[config.mk]
export PLATFORM = sky130hd
export DESIGN_NAME = nsc_top
export DESIGN_NICKNAME = d
export VERILOG_FILES = /design/src/nsc_pkg.sv /design/src/nsc_sync.sv /design/src/nsc_corner_map.sv /design/src/nsc_top.sv
export SDC_FILE = /design/constraint.sdc
export NUM_CORES = 1
export LEC_CHECK = 0
export BUFFER_PORTS_ARGS = -buffer_cell sky130_fd_sc_hd__buf_4
export CAP_MARGIN = 10
export CORE_ASPECT_RATIO = 1.25
export CORE_MARGIN = 4
export CORE_UTILIZATION = 30
export CTS_BUF_LIST = sky130_fd_sc_hd__clkbuf_8 sky130_fd_sc_hd__clkbuf_16
export DETAILED_ROUTE_END_ITERATION = 16
export GPL_TIMING_DRIVEN = 1
export HOLD_SLACK_MARGIN = 0.02
export REMOVE_ABC_BUFFERS = 1
export SKIP_CTS_REPAIR_TIMING = 1
export SYNTH_ARGS = -nofsm -noshare
export SYNTH_HDL_FRONTEND = slang
export SYNTH_SLANG_ARGS = --single-unit
[constraint.sdc]
create_clock -name i_clock -period 3.3 [get_ports i_clock]
set_input_delay 0.33 -clock i_clock [delete_from_list [all_inputs] [get_ports i_clock]]
set_output_delay 0.33 -clock i_clock [all_outputs]
set_load 0.01 [all_outputs]
[src/nsc_pkg.sv]
// What this block does
// - Noise shaping can be switched on or off either from the dedicated enable pin or from register enable bits.
// - Unless overridden, the enable pin level alone decides shaping, whatever the register enable bits hold.
// - The register enable bits only take control once the pin override bit is set, which software sets first.
// - Two independent coefficient fields each give one corner, and the quiet band is centred midway between them.
// - Each 4-bit coefficient maps to a fixed normalized corner: 0 gives 0.25, 1-7 rise to 0.42, 8 gives 0, 9-f 0.08-0.23.
// - Suitable coefficients place the quiet band anywhere from zero up to 0.42 of the sampling rate.
package nsc_pkg;

  // ==========================================================
  // widths
  localparam int NSC_SAMPLE_W = 16;
  localparam int NSC_FRAC_W = 5;
  localparam int NSC_ACC_W = 18;
  localparam int NSC_COEF_W = 4;
  localparam int NSC_FREQ_W = 10;
  localparam int NSC_SUM_W = 11;
  localparam int NSC_COS_W = 12;
  localparam int NSC_COS_FRAC = 8;
  localparam int NSC_IDX_W = 5;
  localparam int NSC_ADDR_W = 12;
  localparam int NSC_DATA_W = 32;

  // ==========================================================
  // register map, byte addresses
  localparam logic [NSC_ADDR_W-1:0] NSC_OFS_CTRL = 12'h000;
  localparam logic [NSC_ADDR_W-1:0] NSC_OFS_COEF = 12'h004;
  localparam logic [NSC_ADDR_W-1:0] NSC_OFS_STATUS = 12'h008;
  localparam logic [NSC_ADDR_W-1:0] NSC_OFS_CORNER = 12'h00c;
  localparam logic [NSC_ADDR_W-1:0] NSC_OFS_CENTER = 12'h010;

  // field positions
  localparam int NSC_CTRL_OVERRIDE_BIT = 0;
  localparam int NSC_CTRL_EN_ONE_BIT = 1;
  localparam int NSC_CTRL_EN_TWO_BIT = 2;
  localparam int NSC_COEF_FIRST_LSB = 0;
  localparam int NSC_COEF_SECOND_LSB = 4;
  localparam int NSC_STAT_ACTIVE_BIT = 0;
  localparam int NSC_STAT_PIN_BIT = 1;
  localparam int NSC_STAT_SAT_BIT = 2;
  localparam int NSC_STAT_IDX_LSB = 8;
  localparam int NSC_CORNER_FIRST_LSB = 0;
  localparam int NSC_CORNER_SECOND_LSB = 16;

  // reset values
  localparam logic [NSC_COEF_W-1:0] NSC_COEF_RESET = 4'h0;

  // ==========================================================
  // corner lookup, thousandths of the sampling rate
  localparam logic [NSC_FREQ_W-1:0] NSC_CORNER_TABLE [0:15] = '{
    10'h0fa, 10'h10e, 10'h122, 10'h137,   // 250 270 290 311
    10'h14d, 10'h165, 10'h181, 10'h1a4,   // 333 357 385 420
    10'h000, 10'h050, 10'h073, 10'h08f,   // 0 80 115 143
    10'h0a7, 10'h0bd, 10'h0d2, 10'h0e6    // 167 189 210 230
  };

  // centre to notch index: idx = (sum * steps + half) / scale
  localparam logic [15:0] NSC_FREQ_SCALE = 16'h03e8;
  localparam logic [15:0] NSC_FREQ_HALF = 16'h01f4;
  localparam int NSC_COS_STEPS_LOG2 = 4;

  // 2*cos(2*pi*k/32) for k = 0..16, q4.8 signed, spans 0 to fs/2
  localparam logic signed [NSC_COS_W-1:0] NSC_COS_TABLE [0:16] = '{
    12'h200, 12'h1f6, 12'h1d9, 12'h1aa, 12'h16a, 12'h11c, 12'h0c4, 12'h064, 12'h000,
    12'hf9c, 12'hf3c, 12'hee4, 12'he96, 12'he56, 12'he27, 12'he0a, 12'he00
  };

  // output saturation bounds on the coarse grid
  localparam logic signed [NSC_ACC_W-1:0] NSC_Q_MAX = 18'h07fe0;
  localparam logic signed [NSC_ACC_W-1:0] NSC_Q_MIN = 18'h38000;

  // ==========================================================
  // carriers
  typedef struct packed {
    logic valid;
    logic signed [NSC_SAMPLE_W-1:0] data;
  } nsc_sample_t;

  typedef struct packed {
    logic psel;
    logic penable;
    logic pwrite;
    logic [NSC_ADDR_W-1:0] paddr;
    logic [NSC_DATA_W-1:0] pwdata;
  } nsc_apb_req_t;

  typedef struct packed {
    logic override_pin;
    logic enable_bit_one;
    logic enable_bit_two;
  } nsc_ctrl_t;

endpackage

[src/nsc_sync.sv]
`timescale 1ns/1ps
module nsc_sync (
  // clock and reset
  input wire logic i_clock,
  input wire logic i_resetn,
  // level in and out
  input wire logic i_d,
  output logic o_q
);
  // ==========================================================
  // two stage synchroniser, first stage feeds only the second
  logic stage_one;

  always_ff @(posedge i_clock or negedge i_resetn) begin
    if (!i_resetn) begin
      stage_one <= 1'b0;
      o_q <= 1'b0;
    end else begin
      stage_one <= i_d;
      o_q <= stage_one;
    end
  end
endmodule

[src/nsc_corner_map.sv]
`timescale 1ns/1ps
module nsc_corner_map
  import nsc_pkg::*;
(
  // clock and reset
  input wire logic i_clock,
  input wire logic i_resetn,
  // coefficient in, corner out
  input wire logic [nsc_pkg::NSC_COEF_W-1:0] i_code,
  output logic [nsc_pkg::NSC_FREQ_W-1:0] o_corner
);
  // ==========================================================
  // registered lookup, code 8 is the zero corner
  always_ff @(posedge i_clock or negedge i_resetn) begin
    if (!i_resetn) begin
      o_corner <= NSC_CORNER_TABLE[NSC_COEF_RESET];
    end else begin
      o_corner <= NSC_CORNER_TABLE[i_code];
    end
  end
endmodule

[src/nsc_top.sv]
// The APB interface to the registers and the address map were left to the implementer.
`timescale 1ns/1ps
module nsc_top (
  // clock and reset
  input wire logic i_clock,
  input wire logic i_resetn,
  // apb slave
  input wire nsc_pkg::nsc_apb_req_t i_apb,
  output logic [nsc_pkg::NSC_DATA_W-1:0] o_prdata,
  output logic o_pready,
  output logic o_pslverr,
  // shaping enable pin
  input wire logic i_shaping_enable_pin,
  // sample stream
  input wire nsc_pkg::nsc_sample_t i_sample,
  output nsc_pkg::nsc_sample_t o_sample,
  // status
  output logic o_shaping_active
);
  import nsc_pkg::*;

  // ==========================================================
  // reset release
  logic rst_n;

  // async assert, synchronous release
  nsc_sync u_reset_sync (
    .i_clock(i_clock),
    .i_resetn(i_resetn),
    .i_d(1'b1),
    .o_q(rst_n)
  );

  // ==========================================================
  // enable pin synchroniser
  logic pin_level;

  // pin comes from another domain, so two flops first
  nsc_sync u_pin_sync (
    .i_clock(i_clock),
    .i_resetn(rst_n),
    .i_d(i_shaping_enable_pin),
    .o_q(pin_level)
  );

  // ==========================================================
  // apb decode
  logic setup_phase;
  logic access_phase;
  logic addr_mapped;
  logic wr_ctrl;
  logic wr_coef;
  logic wr_status;

  assign setup_phase = i_apb.psel & ~i_apb.penable;
  assign access_phase = i_apb.psel & i_apb.penable;

  // word aligned hits only
  always_comb begin
    addr_mapped = 1'b0;
    if (i_apb.paddr[1:0] == 2'h0) begin
      addr_mapped = (i_apb.paddr == NSC_OFS_CTRL) | (i_apb.paddr == NSC_OFS_COEF) |
                    (i_apb.paddr == NSC_OFS_STATUS) | (i_apb.paddr == NSC_OFS_CORNER) |
                    (i_apb.paddr == NSC_OFS_CENTER);
    end
  end

  // writes land only at the access edge
  assign wr_ctrl = access_phase & i_apb.pwrite & (i_apb.paddr == NSC_OFS_CTRL);
  assign wr_coef = access_phase & i_apb.pwrite & (i_apb.paddr == NSC_OFS_COEF);
  assign wr_status = access_phase & i_apb.pwrite & (i_apb.paddr == NSC_OFS_STATUS);

  // ==========================================================
  // control register
  nsc_ctrl_t ctrl;

  // override and the two enable bits, all off after reset
  always_ff @(posedge i_clock or negedge rst_n) begin
    if (!rst_n) begin
      ctrl <= '0;
    end else if (wr_ctrl) begin
      ctrl.override_pin <= i_apb.pwdata[NSC_CTRL_OVERRIDE_BIT];
      ctrl.enable_bit_one <= i_apb.pwdata[NSC_CTRL_EN_ONE_BIT];
      ctrl.enable_bit_two <= i_apb.pwdata[NSC_CTRL_EN_TWO_BIT];
    end
  end

  // ==========================================================
  // coefficient register
  logic [NSC_COEF_W-1:0] first_corner_coefficient;
  logic [NSC_COEF_W-1:0] second_corner_coefficient;

  // fields are independent; taken live, so write them before enabling
  always_ff @(posedge i_clock or negedge rst_n) begin
    if (!rst_n) begin
      first_corner_coefficient <= NSC_COEF_RESET;
      second_corner_coefficient <= NSC_COEF_RESET;
    end else if (wr_coef) begin
      first_corner_coefficient <= i_apb.pwdata[NSC_COEF_FIRST_LSB +: NSC_COEF_W];
      second_corner_coefficient <= i_apb.pwdata[NSC_COEF_SECOND_LSB +: NSC_COEF_W];
    end
  end

  // ==========================================================
  // corner frequencies and band centre
  logic [NSC_FREQ_W-1:0] first_corner;
  logic [NSC_FREQ_W-1:0] second_corner;
  logic [NSC_SUM_W-1:0] corner_sum;
  logic [15:0] idx_scaled;
  logic [NSC_IDX_W-1:0] notch_idx;
  logic signed [NSC_COS_W-1:0] notch_coef;

  nsc_corner_map u_first_map (
    .i_clock(i_clock),
    .i_resetn(rst_n),
    .i_code(first_corner_coefficient),
    .o_corner(first_corner)
  );

  nsc_corner_map u_second_map (
    .i_clock(i_clock),
    .i_resetn(rst_n),
    .i_code(second_corner_coefficient),
    .o_corner(second_corner)
  );

  // sum is twice the centre, so the notch sits midway between corners
  assign corner_sum = {1'b0, first_corner} + {1'b0, second_corner};
  assign idx_scaled = 16'(((16'(corner_sum) << NSC_COS_STEPS_LOG2) + NSC_FREQ_HALF) / NSC_FREQ_SCALE);

  // registered notch coefficient; table spans dc to half the sample rate
  always_ff @(posedge i_clock or negedge rst_n) begin
    if (!rst_n) begin
      notch_idx <= '0;
      notch_coef <= '0;
    end else begin
      notch_idx <= idx_scaled[NSC_IDX_W-1:0];
      notch_coef <= NSC_COS_TABLE[notch_idx];
    end
  end

  // ==========================================================
  // shaping enable decision
  logic next_active;
  logic shaping_active;

  // pin rules unless the override hands control to the register bits
  always_comb begin
    if (ctrl.override_pin) begin
      next_active = ctrl.enable_bit_one | ctrl.enable_bit_two;
    end else begin
      next_active = pin_level;
    end
  end

  always_ff @(posedge i_clock or negedge rst_n) begin
    if (!rst_n) begin
      shaping_active <= 1'b0;
    end else begin
      shaping_active <= next_active;
    end
  end

  assign o_shaping_active = shaping_active;

  // ==========================================================
  // error feedback requantiser
  // noise transfer 1 - a z^-1 + z^-2 puts a zero at the band centre
  logic [NSC_FRAC_W-1:0] err1;
  logic [NSC_FRAC_W-1:0] err2;
  logic signed [NSC_ACC_W-1:0] fb_prod;
  logic signed [NSC_ACC_W-1:0] fb;
  logic signed [NSC_ACC_W-1:0] x_ext;
  logic signed [NSC_ACC_W-1:0] acc;
  logic sat_hi;
  logic sat_lo;
  logic signed [NSC_SAMPLE_W-1:0] quant;

  assign fb_prod = notch_coef * $signed({1'b0, err1});
  assign fb = (fb_prod >>> NSC_COS_FRAC) - $signed({{(NSC_ACC_W-NSC_FRAC_W){1'b0}}, err2});
  assign x_ext = NSC_ACC_W'(i_sample.data);
  assign acc = x_ext + fb;
  assign sat_hi = acc > NSC_Q_MAX;
  assign sat_lo = acc < NSC_Q_MIN;

  // clamp keeps the grid; low bits cleared to the coarse step
  always_comb begin
    if (sat_hi) begin
      quant = NSC_Q_MAX[NSC_SAMPLE_W-1:0];
    end else if (sat_lo) begin
      quant = NSC_Q_MIN[NSC_SAMPLE_W-1:0];
    end else begin
      quant = {acc[NSC_SAMPLE_W-1:NSC_FRAC_W], {NSC_FRAC_W{1'b0}}};
    end
  end

  // error history; cleared while off so a fresh enable starts clean
  always_ff @(posedge i_clock or negedge rst_n) begin
    if (!rst_n) begin
      err1 <= '0;
      err2 <= '0;
    end else if (!shaping_active) begin
      err1 <= '0;
      err2 <= '0;
    end else if (i_sample.valid) begin
      err2 <= err1;
      // a clipped sample would feed back a huge error, so drop it
      err1 <= (sat_hi | sat_lo) ? '0 : acc[NSC_FRAC_W-1:0];
    end
  end

  // output sample, one cycle latency either way
  always_ff @(posedge i_clock or negedge rst_n) begin
    if (!rst_n) begin
      o_sample <= '0;
    end else begin
      o_sample.valid <= i_sample.valid;
      if (i_sample.valid) begin
        o_sample.data <= shaping_active ? quant : i_sample.data;
      end
    end
  end

  // ==========================================================
  // saturation sticky flag
  logic sat_flag;
  logic sat_set;
  logic sat_clr;

  assign sat_set = shaping_active & i_sample.valid & (sat_hi | sat_lo);
  assign sat_clr = wr_status & i_apb.pwdata[NSC_STAT_SAT_BIT];

  // write one to clear; a new event in the same cycle wins
  always_ff @(posedge i_clock or negedge rst_n) begin
    if (!rst_n) begin
      sat_flag <= 1'b0;
    end else begin
      sat_flag <= sat_set | (sat_flag & ~sat_clr);
    end
  end

  // ==========================================================
  // read data and answer
  logic [NSC_DATA_W-1:0] next_rdata;
  logic slverr_q;

  always_comb begin
    next_rdata = '0;
    unique case (i_apb.paddr)
      NSC_OFS_CTRL: begin
        next_rdata[NSC_CTRL_OVERRIDE_BIT] = ctrl.override_pin;
        next_rdata[NSC_CTRL_EN_ONE_BIT] = ctrl.enable_bit_one;
        next_rdata[NSC_CTRL_EN_TWO_BIT] = ctrl.enable_bit_two;
      end
      NSC_OFS_COEF: begin
        next_rdata[NSC_COEF_FIRST_LSB +: NSC_COEF_W] = first_corner_coefficient;
        next_rdata[NSC_COEF_SECOND_LSB +: NSC_COEF_W] = second_corner_coefficient;
      end
      NSC_OFS_STATUS: begin
        next_rdata[NSC_STAT_ACTIVE_BIT] = shaping_active;
        next_rdata[NSC_STAT_PIN_BIT] = pin_level;
        next_rdata[NSC_STAT_SAT_BIT] = sat_flag;
        next_rdata[NSC_STAT_IDX_LSB +: NSC_IDX_W] = notch_idx;
      end
      NSC_OFS_CORNER: begin
        next_rdata[NSC_CORNER_FIRST_LSB +: NSC_FREQ_W] = first_corner;
        next_rdata[NSC_CORNER_SECOND_LSB +: NSC_FREQ_W] = second_corner;
      end
      NSC_OFS_CENTER: begin
        next_rdata[NSC_SUM_W-1:0] = corner_sum;
      end
      default: begin
        next_rdata = '0;
      end
    endcase
  end

  // captured at setup so read data comes from a flop in the access cycle
  always_ff @(posedge i_clock or negedge rst_n) begin
    if (!rst_n) begin
      o_prdata <= '0;
      slverr_q <= 1'b0;
    end else if (setup_phase) begin
      o_prdata <= (addr_mapped & ~i_apb.pwrite) ? next_rdata : '0;
      slverr_q <= ~addr_mapped;
    end
  end

  // zero wait states; error only shown in the access phase
  assign o_pready = 1'b1;
  assign o_pslverr = access_phase & slverr_q;

endmodule

==> tab_implementation.tex <==
\begin{tabular}{lr}
\hline
Metric & Value \\
\hline
\multicolumn{2}{l}{\textbf{Setup path}} \\
\quad Worst path top cell family by delay & compound AO/OA/AOI/OAI gates \\
\quad Most common cell type on the critical path & sky130\_fd\_sc\_hd\_\_o21a\_1 \\
\quad Crit path max fanout & 5 \\
\quad FF-to-FF Start & err1[0] \\
\quad Reg2reg setup slack & -4.28 ns \\
\quad Worst path required time & 3.52 ns \\
\quad Buffer and inverter count on the worst path & 8 \\
\quad R2R depth & 35 \\
\quad Kind of critical path & reg -> reg \\
\quad Stage delay of the slowest cell on the critical path & 0.53 ns \\
\quad Endpoint type of the worst setup path & flop \\
\quad Cell with the largest stage delay on the worst path & sky130\_fd\_sc\_hd\_\_fa\_1 \\
\quad Category of the worst setup path launch point & flop \\
\quad Crit path DAT & 7.80 ns \\
\quad End of the worst register-to-register path & err1[1] \\
\multicolumn{2}{l}{\textbf{Worst hold path}} \\
\quad Type of the tightest min-delay check & in -> reg \\
\quad Worst Hold End & u\_pin\_sync.stage\_one \\
\quad Startpoint of the tightest hold check path & i\_shaping\_enable\_pin \\
\quad Worst hold path stage count & 1 \\
\multicolumn{2}{l}{\textbf{CTS}} \\
\quad Post-CTS clock slew at the launch and capture registers of the worst setup and hold paths & 0.08 ns \\
\quad Clock tree from TritonCTS & done \\
\quad Clock buffer count from CTS & 9 \\
\quad Clock Tree Root & sky130\_fd\_sc\_hd\_\_clkbuf\_16 \\
\quad Max Root-Sink Buffers & 2 \\
\quad Sink count of the clock tree & 101 \\
\quad Insertion delay to the later sink of the worst-skew pair & 0.38 ns \\
\quad H-tree level count & 3 \\
\multicolumn{2}{l}{\textbf{Final layout}} \\
\quad Fraction of final layout cells with drive strength greater than 1 & 0.3684 \\
\quad Utilization after layout & 0.4309 \\
\quad Area growth from synthesis to layout & 41.10\% \\
\quad Most common library cell in the layout ignoring fill and taps & sky130\_fd\_sc\_hd\_\_buf\_4 \\
\quad Post-route non-filler standard cell count & 1688 \\
\quad Antenna Cells & 0 \\
\quad Post-route cell area & 12680 µm² \\
\quad Post-layout nets & 1486 \\
\quad Most frequent cells in the layout & sky130\_fd\_sc\_hd\_\_buf\_4, sky130\_fd\_sc\_hd\_\_inv\_1, sky130\_fd\_sc\_hd\_\_dfrtp\_1 \\
\multicolumn{2}{l}{\textbf{Logic synthesis}} \\
\quad Multiplexer fraction of the synthesized cell area & 0.03439 \\
\quad Async set-reset flop share out of synthesis & 1.000 \\
\quad Synth Instances & 997 \\
\quad Fraction of post-synthesis cell area in the top cell type by area & 0.2478 \\
\quad Netlist cell types & 84 \\
\quad Sequential fraction of the synthesis area & 0.2829 \\
\quad Number of flip-flops and latches in the synthesized netlist & 101 \\
\quad Flip-flop cell with the highest count after synthesis & sky130\_fd\_sc\_hd\_\_dfrtp\_1 \\
\quad Xor and xnor fraction of the mapped netlist area & 0.03662 \\
\quad Yosys top cell by area & sky130\_fd\_sc\_hd\_\_dfrtp\_1 \\
\quad Combined area of all synthesized cells & 8986 µm² \\
\quad Largest family of logic cells by synthesized area & adder cells \\
\quad Adder and majority cell fraction of the synthesized area & 0.2175 \\
\quad Synth Area per Inst & 9.013 µm² \\
\quad Compound-gate portion of the synthesized area & 0.2031 \\
\quad Number of enable flip-flop cells after synthesis & 0 \\
\quad Yosys warning count & 0 \\
\quad Synth area leaders & sky130\_fd\_sc\_hd\_\_dfrtp\_1, sky130\_fd\_sc\_hd\_\_ha\_1, sky130\_fd\_sc\_hd\_\_fa\_1 \\
\quad Area fraction in and, or, nand and nor cells after synthesis & 0.1564 \\
\multicolumn{2}{l}{\textbf{Pwr}} \\
\quad Leakage & 0.006013 µW \\
\quad Worst voltage drop across the vdd grid & 0.0008052 V \\
\quad Power density of the placed cells & 936.3 nW/µm² \\
\multicolumn{2}{l}{\textbf{Drt}} \\
\quad Post-route antenna net violation count & 0 \\
\quad Via Count & 8232 \\
\quad Routed wirelength normalized by instance count & 14.85 µm \\
\quad Detailed router's first-iteration violation count & 357 \\
\quad Number of iterations in the first detailed-routing pass & 7 \\
\quad Routed vias/inst & 4.877 \\
\quad Routed wire length & 25070 µm \\
\quad DRC Markers & 0 \\
\multicolumn{2}{l}{\textbf{Global route}} \\
\quad Met2 Track Usage GR & 0.2706 \\
\quad Met3 Resource Use GR & 0.02192 \\
\quad Fraction of met1 tracks used by global routing & 0.1770 \\
\quad Number of antenna violations at the first check in global routing & 0 \\
\quad Maximum number of pins on one net before global-route repair & 56 \\
\quad Via count of the first global-routing pass & 8120 \\
\quad Wire length of the first global-routing pass & 39880 µm \\
\quad GRT Max-Usage Layer & met2 \\
\quad Combined global-route utilization of all metal layers & 0.1482 \\
\quad Residual overflow from global routing & 0 \\
\multicolumn{2}{l}{\textbf{Floorplan}} \\
\quad Area enclosed by the die boundary & 32800 µm² \\
\quad Die extent in x & 162.8 µm \\
\quad Number of placement rows & 70 \\
\quad Boundary pin count & 119 \\
\quad Initial Util & 0.3054 \\
\quad Chip height & 201.5 µm \\
\quad Core area & 29430 µm² \\
\multicolumn{2}{l}{\textbf{STA}} \\
\quad Final Setup Violations & 21 \\
\quad Clock skew after layout & 0.01853 ns \\
\quad Tightest Pin Transition & 0.7526 ns \\
\quad Number of hold-slack violations in the final timing report & 0 \\
\quad Headroom to the max-slew limit & 0.4936 \\
\quad Count of final max-slew check failures & 0 \\
\quad Post-route fraction of the period consumed by the critical path & 2.295 \\
\quad Fin crit period & 7.575 ns \\
\quad Final worst slack & -4.275 ns \\
\quad RSZ-0062 raised after global routing & yes \\
\quad Maximum clock frequency & 0.1320 GHz \\
\multicolumn{2}{l}{\textbf{Run}} \\
\quad Max-Cap Viols & 0 \\
\multicolumn{2}{l}{\textbf{Placement}} \\
\quad Global placer's final weighted congestion & 0.8913 \\
\quad \# placed instances & 1649 \\
\quad Instance area at placement & 11520 µm² \\
\quad Post-DP HPWL & 19390 µm \\
\quad Count of input and output buffers & 83 \\
\multicolumn{2}{l}{\textbf{Status}} \\
\quad Violations in the final reports & setup timing \\
\quad Status & finished with violations \\
\hline
\end{tabular}
==> routing by layer <==
metal,wire length (µm),vias to the layer above
met3,757,39
met5,0,-
met1,10220,3991
met2,13520,141
li1,-,4061
met4,569,0
==> power breakdown <==
group	total, µW	leakage, µW	switching, µW	internal, µW
sequential	1460	0.00120	96.5	1370
clock	1110	0.000145	552	553
combinational	9300	0.00466	4450	4850
total	11900	0.00601	5100	6770
==> cells by family after synthesis <==
family,Yosys count
other,2
multiplexers,26
flip-flops,101
AO/OA/AOI/OAI,259
buffers and inverters,151
adder cells (fa/ha/maj),133
XOR/XNOR,35
AND/OR/NAND/NOR,290
==> registers in the layout (all words and copies together) (netlist names) <==
name	flops
ctrl	3
err1	5
err2	5
first_corner_coefficient	4
notch_coef	11
notch_idx	5
o_prdata	22
o_sample	17
o_shaping_active	1
sat_flag	1
second_corner_coefficient	4
slverr_q	1
u_first_map.o_corner	9
u_pin_sync.o_q	1
u_pin_sync.stage_one	1
u_reset_sync.o_q	1
u_reset_sync.stage_one	1
u_second_map.o_corner	9
==> metrics by stage <==
stage          setup TNS (ns)  setup WS, ns  hold slack [ns]  total power [µW]
2_1_floorplan          -76.67        -4.365          0.03441              5182
3_3_place_gp           -79.76        -4.546           0.1126              8145
3_5_place_dp           -82.43        -4.702           0.1147              8199
4_1_cts                -83.50        -4.765          -0.2788              9382
5_1_grt                -81.52        -4.602          0.06108             12800
6_report               -75.28        -4.275          0.07417             11870
==> synthesized netlist by cell type (all sizes together), types with 4 or more instances <==
cell	instances
inv	102
ha	93
nand2	92
dfrtp	89
nor2	65
o21ai	61
a21oi	55
fa	39
and2	33
clkbuf	33
nor3	27
xnor2	23
a21o	15
buf	15
o21a	15
a22o	14
mux2i	14
nand3	13
o211ai	13
dfstp	12
o22ai	12
xor2	12
a221oi	10
o21bai	10
or2	10
mux2	9
a211oi	8
and3	8
nand4	8
nand3b	7
nor2b	7
o31ai	6
or3	6
a31oi	5
nand2b	5
a211o	4
a222oi	4
==> cell type report <==
class | count | area (µm²)
inverter | 103 | 386.6
sequential | 101 | 2547
clock inverter | 6 | 61.31
multi-input combinational | 755 | 6510
fill | 2898 | 16750
timing repair buffer | 317 | 2440
tap | 396 | 495.5
clock buffer | 10 | 239.0
==> worst max-delay path by stage <==
| stage | from | end | slack, ns | cells after the start |
|---|---|---|---|---|
| global route | err1[0] | o_sample[14] | -4.60 | 37 |
| CTS | err1[2] | o_sample[5] | -4.77 | 37 |
| global placement | err1[2] | o_sample[6] | -4.55 | 37 |
| finish | err1[0] | err1[1] | -4.28 | 35 |
| floorplan | err1[2] | o_sample[14] | -4.37 | 34 |
| detailed placement | err1[2] | o_sample[5] | -4.70 | 37 |
Note: power is estimated with default switching activity, not from simulation.
